`src/rrp_defines.svh`:
```
`ifndef RRP_DEFINES_SVH
`define RRP_DEFINES_SVH
// command framing bytes
`define RRP_HDR_BYTE 8'hff
`define RRP_ESC_BYTE 8'hfe
`define RRP_ACK_BYTE 8'h06
`define RRP_NAK_BYTE 8'h15
`define RRP_ESC_OFFS 8'h80
`define RRP_READ_SIZE 8'h02
// timing
`define RRP_CLK_MHZ 100
`define RRP_CMD_MARGIN_US 20
`define RRP_CMD_MARGIN_CYC ((`RRP_CMD_MARGIN_US) * (`RRP_CLK_MHZ))
`define RRP_NV_STALL_MS 21
`define RRP_NV_STALL_CYC ((`RRP_NV_STALL_MS) * 1000 * (`RRP_CLK_MHZ))
`endif

```
`src/rrp_pkg.sv`:
```
package rrp_pkg;
  // byte with a strobe
  typedef struct packed {
    logic vld;
    logic [7:0] data;
  } rrp_byte_s;

  // register file lookup answer: hit flag and value
  typedef struct packed {
    logic hit;
    logic [7:0] value;
  } rrp_lookup_s;

  typedef enum logic [2:0] {
    RRP_IDLE,
    RRP_SIZE,
    RRP_BODY,
    RRP_LOOK,
    RRP_SEND,
    RRP_STALL
  } rrp_state_e;
endpackage : rrp_pkg

```
`src/rrp_parser.sv`:
```
`timescale 1ns/1ps
`include "rrp_defines.svh"
// How it works
// - a read is header 0xff, size, escape, register number, taken in that order.
// - a valid read is answered with ack 0x06, the register number, then its value.
// - the value byte goes out raw, with no escape, even at 128 or more.
// - an unknown register number gets the single nak byte 0x15.
// - a non-volatile write seen while idle stalls the parser for 21 ms of enabled cycles, ignoring input; one during a frame or answer is dropped.
// - bytes reach the parser only while cmd_n is low; raising it aborts a frame.
// - escape 0xfe marks a read; the byte after it is the register number, taken as sent.
module rrp_parser #(
  parameter int unsigned STALL_CYC = `RRP_NV_STALL_CYC
) (
  input wire logic mclk,
  input wire logic rst_n,
  input wire logic clk_en,
  input wire logic cmd_n,
  input rrp_pkg::rrp_byte_s rx,
  input rrp_pkg::rrp_lookup_s lookup,
  input wire logic nv_write,
  input wire logic tx_ready,
  output logic [7:0] lookup_addr_q,
  output rrp_pkg::rrp_byte_s tx_q,
  output logic busy_q,
  output logic stall_q
);
  import rrp_pkg::*;

  // ************************************
  // frame parser
  // ************************************
  rrp_state_e state_q;
  logic [7:0] left_q;
  logic esc_q;
  logic start_q;
  logic nak_q;
  logic [7:0] val_q;
  logic [31:0] stall_cnt_q;
  logic seq_busy;

  // main sequencing; cmd_n high drops any partial frame
  always_ff @(posedge mclk or negedge rst_n) begin
    if (!rst_n) begin
      state_q <= RRP_IDLE;
      left_q <= 8'h00;
      esc_q <= 1'b0;
      lookup_addr_q <= 8'h00;
      start_q <= 1'b0;
      nak_q <= 1'b0;
      val_q <= 8'h00;
      stall_cnt_q <= 32'h0;
    end else if (clk_en) begin
      start_q <= 1'b0;
      case (state_q)
        RRP_IDLE: begin
          esc_q <= 1'b0;
          if (nv_write) begin
            state_q <= RRP_STALL;
            stall_cnt_q <= STALL_CYC;
          end else if (!cmd_n && rx.vld && rx.data == `RRP_HDR_BYTE) begin
            state_q <= RRP_SIZE;
          end
        end
        RRP_SIZE: begin
          if (cmd_n) begin
            state_q <= RRP_IDLE;
          end else if (rx.vld) begin
            // only a two-byte body is a read here
            if (rx.data == `RRP_READ_SIZE) begin
              left_q <= rx.data;
              state_q <= RRP_BODY;
            end else begin
              state_q <= RRP_IDLE;
            end
          end
        end
        RRP_BODY: begin
          if (cmd_n) begin
            state_q <= RRP_IDLE;
          end else if (rx.vld) begin
            left_q <= left_q - 8'h01;
            if (left_q == `RRP_READ_SIZE) begin
              // first body byte must be the escape marking a read
              if (rx.data == `RRP_ESC_BYTE) begin
                esc_q <= 1'b1;
              end else begin
                state_q <= RRP_IDLE;
              end
            end else if (esc_q) begin
              // escape seen: this byte is the register to read, taken as sent
              lookup_addr_q <= rx.data;
              state_q <= RRP_LOOK;
            end else begin
              state_q <= RRP_IDLE;
            end
          end
        end
        RRP_LOOK: begin
          // lookup answers combinationally from lookup_addr_q
          nak_q <= !lookup.hit;
          val_q <= lookup.value;
          if (!seq_busy) begin
            start_q <= 1'b1;
            state_q <= RRP_SEND;
          end
        end
        RRP_SEND: begin
          if (!start_q && !seq_busy) begin
            state_q <= RRP_IDLE;
          end
        end
        RRP_STALL: begin
          // input bytes fall on the floor while flash is busy
          if (stall_cnt_q <= 32'h1) begin
            state_q <= RRP_IDLE;
          end
          stall_cnt_q <= stall_cnt_q - 32'h1;
        end
        default: state_q <= RRP_IDLE;
      endcase
    end
  end

  // status flags, registered
  always_ff @(posedge mclk or negedge rst_n) begin
    if (!rst_n) begin
      busy_q <= 1'b0;
      stall_q <= 1'b0;
    end else if (clk_en) begin
      busy_q <= (state_q != RRP_IDLE);
      stall_q <= (state_q == RRP_STALL);
    end
  end

  // ************************************
  // response output
  // ************************************
  rrp_tx_seq u_tx (
    .mclk(mclk),
    .rst_n(rst_n),
    .clk_en(clk_en),
    .start(start_q),
    .nak(nak_q),
    .reg_num(lookup_addr_q),
    .reg_val(val_q),
    .tx_ready(tx_ready),
    .tx_q(tx_q),
    .busy_q(seq_busy)
  );
endmodule : rrp_parser

```
`src/rrp_tx_seq.sv`:
```
`timescale 1ns/1ps
`include "rrp_defines.svh"
// ************************************
// response byte sequencer
// ************************************
module rrp_tx_seq (
  input wire logic mclk,
  input wire logic rst_n,
  input wire logic clk_en,
  input wire logic start,
  input wire logic nak,
  input wire logic [7:0] reg_num,
  input wire logic [7:0] reg_val,
  input wire logic tx_ready,
  output rrp_pkg::rrp_byte_s tx_q,
  output logic busy_q
);
  import rrp_pkg::*;

  logic [1:0] idx_q;
  logic [1:0] last_q;
  logic [7:0] num_q;
  logic [7:0] val_q;

  // byte picked by position; value sent raw, never escaped
  function automatic logic [7:0] pick(input logic [1:0] i, input logic [7:0] n,
                                      input logic [7:0] v, input logic k);
    if (k) begin
      pick = `RRP_NAK_BYTE;
    end else begin
      case (i)
        2'h0: pick = `RRP_ACK_BYTE;
        2'h1: pick = n;
        default: pick = v;
      endcase
    end
  endfunction : pick

  logic nak_q;

  // one byte handed out per accepted tx_ready slot
  always_ff @(posedge mclk or negedge rst_n) begin
    if (!rst_n) begin
      idx_q <= 2'h0;
      last_q <= 2'h0;
      num_q <= 8'h00;
      val_q <= 8'h00;
      nak_q <= 1'b0;
      busy_q <= 1'b0;
      tx_q <= '0;
    end else if (clk_en) begin
      tx_q.vld <= 1'b0;
      if (start && !busy_q) begin
        busy_q <= 1'b1;
        idx_q <= 2'h0;
        last_q <= nak ? 2'h0 : 2'h2;
        num_q <= reg_num;
        val_q <= reg_val;
        nak_q <= nak;
      end else if (busy_q && tx_ready && !tx_q.vld) begin
        tx_q.vld <= 1'b1;
        tx_q.data <= pick(idx_q, num_q, val_q, nak_q);
        if (idx_q == last_q) begin
          busy_q <= 1'b0;
        end else begin
          idx_q <= idx_q + 2'h1;
        end
      end
    end
  end
endmodule : rrp_tx_seq

```
`config.mk`:
```
export PLATFORM = sky130hd
export DESIGN_NAME = rrp_parser
export DESIGN_NICKNAME = d
export VERILOG_FILES = /design/src/rrp_pkg.sv /design/src/rrp_parser.sv /design/src/rrp_tx_seq.sv
export VERILOG_INCLUDE_DIRS = /design/src
export SDC_FILE = /design/constraint.sdc
export NUM_CORES = 1
export LEC_CHECK = 0
export ABC_CLOCK_PERIOD_IN_PS = 2370
export BUFFER_PORTS_ARGS = -buffer_cell sky130_fd_sc_hd__buf_4
export CAP_MARGIN = 15
export CORE_ASPECT_RATIO = 0.7
export CORE_MARGIN = 1
export CORE_UTILIZATION = 50
export CTS_CLUSTER_DIAMETER = 100
export DETAILED_ROUTE_END_ITERATION = 12
export PLACE_DENSITY = 0.7
export SLEW_MARGIN = 20
export SYNTH_ARGS = -nofsm -noshare
export SYNTH_HDL_FRONTEND = slang
export SYNTH_HIERARCHICAL = 1
export SYNTH_SLANG_ARGS = --single-unit
```
`constraint.sdc`:
```
create_clock -name mclk -period 2.37 [get_ports mclk]
set_clock_uncertainty 0.15 [all_clocks]
set_input_delay 0.3555 -clock mclk [delete_from_list [all_inputs] [get_ports mclk]]
set_output_delay 0.3555 -clock mclk [all_outputs]
set_load 0.05 [all_outputs]
```
Yosys cells after proc, flatten, opt, wreduce, memory -nomap -nowiden

Cells that the tools add are included.
Widths: inputs -> output; s select.

Memories: 0
Input port bits: 24
Bits in writable memories: 0
Output and inout port bits: 19
Latch bits: 0
Register bits: 95
Memory bits (read-only): 0
Logic and storage cells: 121

Shift operators: 0
Div/mod/pow operators: 0
Bitwise logic cells: 3
Multiply operators: 0
Eq/ne operators: 27
Add/sub/neg operators: 3
Reductions and logical operators: 29
Muxes and demuxes: 40
Order comparisons: 1

Operators by type and width:

| operator              | count |
|---|---|
| $pmux 32 s2           | 1 |
| $mux 8                | 6 |
| $mux 3                | 11 |
| $le 32x1->1 const B   | 1 |
| $mux 32               | 1 |
| $pmux 8 s2            | 2 |
| $sub 32x1->32 const B | 1 |
| $ne 2x2->1 const B    | 11 |
| $mux 9                | 2 |
| $pmux 3 s6            | 1 |
| $eq 8x2->1 const B    | 2 |
| $eq 8x8->1 const B    | 2 |
| $mux 2                | 6 |
| $reduce_and 3->1      | 4 |
| $reduce_and 6->1      | 2 |
| $reduce_bool 2->1     | 5 |
| $mux 1                | 9 |
| $ne 3x3->1 const B    | 3 |
| $reduce_and 8->1      | 1 |
| $sub 8x1->8 const B   | 1 |
| $reduce_and 7->1      | 1 |
| $eq 3x2->1 const B    | 2 |
| $eq 3x3->1 const B    | 2 |
| $logic_and 1x1->1     | 6 |
| other kinds (13)      | 20 |

Depth between registers and ports, before layout

Word-level depth: 6
Depth in mapped cells: 8

Modules after synthesis

Netlist, hierarchy kept.

Modules (own cells, without submodules):

| module     | area each (um2) | instances | cells an instance | sequential area each (um2) |
|---|---|---|---|---|
| rrp_parser | 3,283.1         | 1         | 325               | 1,601.5 |
| rrp_tx_seq | 1,325.0         | 1         | 140               | 750.7 |

Worst setup path before layout

Ideal clock, no wire load.

Kind: register to register
Start: reg stall_cnt_q[0]
End: reg stall_cnt_q[16]
Cell stages (with the launch flop): 8
Path slack: 154 ps
Path buffers: 1
Required time: 2,080 ps
Data arrival time: 1,926 ps
Period minus slack after synthesis: 2,216 ps
Cell sequence: dfrtp_1 inv_1 ha_1 or4b_4 or3_1 clkbuf_1 o311ai_0 o41ai_1

Longest elaborated chain between the ends: 2

RTL lines:

| what                   | line              | source |
|---|---|---|
| start, declared        | rrp_parser.sv:38  | `logic [31:0] stall_cnt_q;` |
| start signal, assigned | rrp_parser.sv:117 | `stall_cnt_q <= stall_cnt_q - 32'h1;` |
| $sub 32x1->32          | rrp_parser.sv:117 |  |
| $pmux 32 s2            | rrp_parser.sv:54  | `case (state_q)` |

No other way between the ends.
A chain may end at the register's enable or synchronous reset.

Worst setup path after layout

Start: reg stall_cnt_q[18]
End: reg state_q[2]

Longest elaborated chain between the ends: 3

RTL lines:

| what                              | line              | source |
|---|---|---|
| $le 32x1->1                       | rrp_parser.sv:114 | `if (stall_cnt_q <= 32'h1) begin` |
| $ne 2x2->1 (no source line)       | -                 |  |
| $reduce_and 8->1 (no source line) | -                 |  |
| end signal, assigned              | rrp_parser.sv:109 | `state_q <= RRP_IDLE;` |
| end signal, assigned              | rrp_parser.sv:115 | `state_q <= RRP_IDLE;` |
| end signal, assigned              | rrp_parser.sv:119 | `default: state_q <= RRP_IDLE;` |
| end, declared                     | rrp_parser.sv:32  | `rrp_state_e state_q;` |

No other way between the ends.

==> results.py <==
metrics = {
    "outcome": {
        "run_status": "finished clean",
    },
    "pwr": {
        "cell_internal_pwr_mw": 2.953,
        "total_power_mw": 4.362,
        "p_sw_share_pct": 32.29,
        "clkPwrFrac_pct": 30.9,
        "ir_drop_mv": 0.3813,
        "power_frac_comb_pct": 25.3,
        "sequentialPowerShare_pct": 43.8,
        "power.leakage_nw": 2.594,
        "powerDensity_mw_per_mm2": 794.2,
        "power.switching_mw": 1.408,
    },
    "global_route": {
        "use_met1_pct": 34.71,
        "grt_max_degree": 41,
        "busiest_layer": "met1",
        "use_met2_pct": 32.72,
        "grt_overflow": 0,
        "gr-usage-met3_pct": 6.058,
        "grt_usage_pct": 23.26,
        "grt_pass1_vias": 3345,
        "antenna_found_initial": 0,
        "grt_pass1_wl_microns": 16730,
    },
    "clocking": {
        "worstSkewPairLatency_ns": 0.34,
        "cts_tree": "done",
        "cts_buffers": 9,
        "cts_max_level": 3,
        "clock-root-buffer": "clkbuf_16",
        "clock_path_buffers": 2,
        "numClockSinks": 94,
        "path_clk_slew_ns": 0.06,
    },
    "critical_path": {
        "cp_slowest_cell": "or4_4",
        "worstSetupPathType": "flop to flop",
        "crit_buf_inv": 0,
        "slowest_delay_ns": 0.58,
        "crit_family": "simple AND/OR/NAND/NOR gates",
        "crit_path_start_kind": "flop",
        "arrival_ns": 2.38,
        "reg2reg_slack_ns": 0.06,
        "path_cells": "or4_4 > nor4_4 > nand4_1 > a211oi_2 > mux2_1",
        "endpoint_kind": "flop",
        "critical_path_peak_fanout": 4,
        "crit_required_ns": 2.44,
    },
    "timing": {
        "finalSetupViolations": 0,
        "finalCriticalPeriod_ns": 2.309,
        "slew_headroom_pct": 65.99,
        "tightest_slew_ns": 0.5089,
        "fmax_ghz": 0.4331,
        "holdWs_ns": 0.05365,
        "final_hold_viol_count": 0,
        "finalCritPeriodShare_pct": 97.42,
        "rsz0062_at_grt": "true",
        "maxSlewViolCount": 0,
    },
    "final_layout": {
        "diodes": 0,
        "layout.nets": 558,
        "final_util_pct": 63.21,
        "drive_gt1_share_pct": 21.39,
        "mostFrequentLayoutCells": "99 x nand2_1, 94 x dfrtp_1, 70 x buf_4",
        "fin_cells": 653,
        "syn_to_final_growth_pct": 19.17,
        "final_common_cell": "nand2_1",
    },
    "place": {
        "gp_congestion": 0.8806,
        "io_buffers": 42,
        "place_inst": 634,
        "dp_hpwl_microns": 7356,
    },
    "logic_synthesis": {
        "yosys_most_used_dff": "dfrtp_1",
        "yosys.area.top_type": "dfrtp_1",
        "synth-seq-area-share_pct": 51.05,
        "syn_nets": 495,
        "syn_area_sq_mm": 0.004608,
        "yosysUniqueCellTypes": 61,
        "yosysWarnings": 6,
        "synth_area_leaders": "dfrtp_1 51%, nand2_1 8.1%, mux2_2 3.9%",
        "ys_async_sr_fraction_pct": 100.0,
        "synth-seq-cells": 94,
        "synth_edf_count": 0,
        "syn_inst": 465,
        "avgSynthCellArea_sq_um": 9.910,
        "synth_top_area_share_pct": 51.05,
    },
    "die": {
        "core-area_sq_mm": 0.008688,
        "ios": 43,
        "rows": 28,
        "die_y_microns": 82.32,
        "die_area_sq_mm": 0.009610,
        "initial_utilization_pct": 53.04,
        "die_width_microns": 116.7,
    },
    "flow_run": {
        "maxCapViolCount": 0,
    },
    "drt": {
        "vias": 3707,
        "detail_route.drc_violations": 0,
        "drt_iter0_drc": 220,
        "ant_nets": 0,
        "drt-total-wl_microns": 10100,
        "vias_per_cell": 5.677,
        "dr.pass1.iters": 5,
        "routedWlPerCell_microns": 15.47,
    },
    "min_path": {
        "min_path_type": "input port to flop",
    },
}
-- what timing repair did --
item / CTS / global route
setup buffers: 0 / 2
hold endpoints to repair: 35 / 0
gates cloned: 0 / 0
setup endpoints to repair: 1 / 7
resized for setup: 0 / 6
hold buffers: 1 / 0
pin swaps: 1 / 0
-- sequential cells by signal, indices dropped and copies added (netlist names) --
register and flops:
nak_q 1, lookup_addr_q 8, stall_q 1, start_q 1
state_q 3, u_tx/busy_q 1, val_q 8, u_tx/val_q 8
u_tx/idx_q 2, left_q 8, busy_q 1, stall_cnt_q 32
u_tx/tx_q 9, u_tx/nak_q 1, esc_q 1, u_tx/last_q 1
u_tx/num_q 8
-- worst paths after layout --
kind / from / to / cells after the start
setup / recovery: stall_cnt_q[18]$_DFFE_PN0P_ / state_q[2]$_DFFE_PN0P_ / 5
hold / removal: lookup[8] / nak_q$_DFFE_PN0P_ / 2
setup reg to reg: stall_cnt_q[18]$_DFFE_PN0P_ / state_q[2]$_DFFE_PN0P_ / 5
hold reg to reg: val_q[5]$_DFFE_PN0P_ / u_tx/val_q[5]$_DFFE_PN0P_ / 2
max in group asynchronous: rst_n / u_tx/val_q[6]$_DFFE_PN0P_ / 3
min in group asynchronous: rst_n / u_tx/val_q[1]$_DFFE_PN0P_ / 2
-- logic make-up after synthesis --
| logic type | synth area share, % |
|---|---|
| and+or+nand+nor | 23.05 |
| AOI/OAI and AO/OA | 12.19 |
| muxes | 7.250 |
| buffers and inverters | 3.502 |
| DFF | 51.05 |
| xor gates and xnor gates | 1.330 |
| adders and majority gates | 1.629 |
-- cell type report --
type                       count  area, sq um
multi-input combinational    340         2113
sequential                    94         2352
timing repair buffer          72        555.5
fill                         742         3197
inverter                      11        41.29
tap                          120        150.1
clock inverter                 3        18.77
clock buffer                  13        260.3
-- synthesized netlist by cell type, types with 3 or more instances --
| cell type | count |
|---|---|
| nand2_1 | 99 |
| dfrtp_1 | 94 |
| o21ai_0 | 26 |
| nor2_1 | 25 |
| mux2_2 | 16 |
| a21oi_1 | 13 |
| nand3_1 | 13 |
| nor3_1 | 13 |
| mux2i_1 | 12 |
| inv_1 | 11 |
| nor4_1 | 10 |
| clkbuf_1 | 9 |
| ha_1 | 6 |
| nand3b_1 | 6 |
| o211ai_1 | 6 |
| or4_1 | 6 |
| xnor2_1 | 6 |
| a22oi_1 | 5 |
| buf_4 | 5 |
| o311ai_0 | 5 |
| o31ai_1 | 5 |
| or3_1 | 5 |
| nand2b_1 | 4 |
| nand4b_1 | 4 |
| nor2b_1 | 4 |
| o41ai_1 | 4 |
| a31oi_1 | 3 |
| and2_1 | 3 |
| buf_2 | 3 |
| buf_6 | 3 |
| mux2_1 | 3 |
| nand4_1 | 3 |
-- power groups by stage --
stage	clock network [mW]	logic [mW]	registers [mW]
global placement	0	1.07	1.92
finish	1.35	1.10	1.91
global route	1.46	1.24	1.93
floorplan	0	0.601	2.04
detailed placement	0	1.10	1.93
CTS	1.38	1.11	1.91
-- stage by stage --
stage | setup slack, ns | TNS, ns | area (sq um)
3_3_place_gp | 0.06274 | 0 | 5169
2_1_floorplan | 0.1542 | 0 | 4608
4_1_cts | 0.03179 | 0 | 5458
6_report | 0.06121 | 0 | 5492
3_5_place_dp | 0.008141 | 0 | 5169
5_1_grt | -0.04225 | -0.1089 | 5492
-- per-layer routing --
metal | share of wire, % | wire length (microns)
met5 | 0 | 0
met4 | 1.1 | 108
met3 | 6.3 | 635
met2 | 43 | 4380
met1 | 49 | 4977
Power figures use the tool's default switching activity.
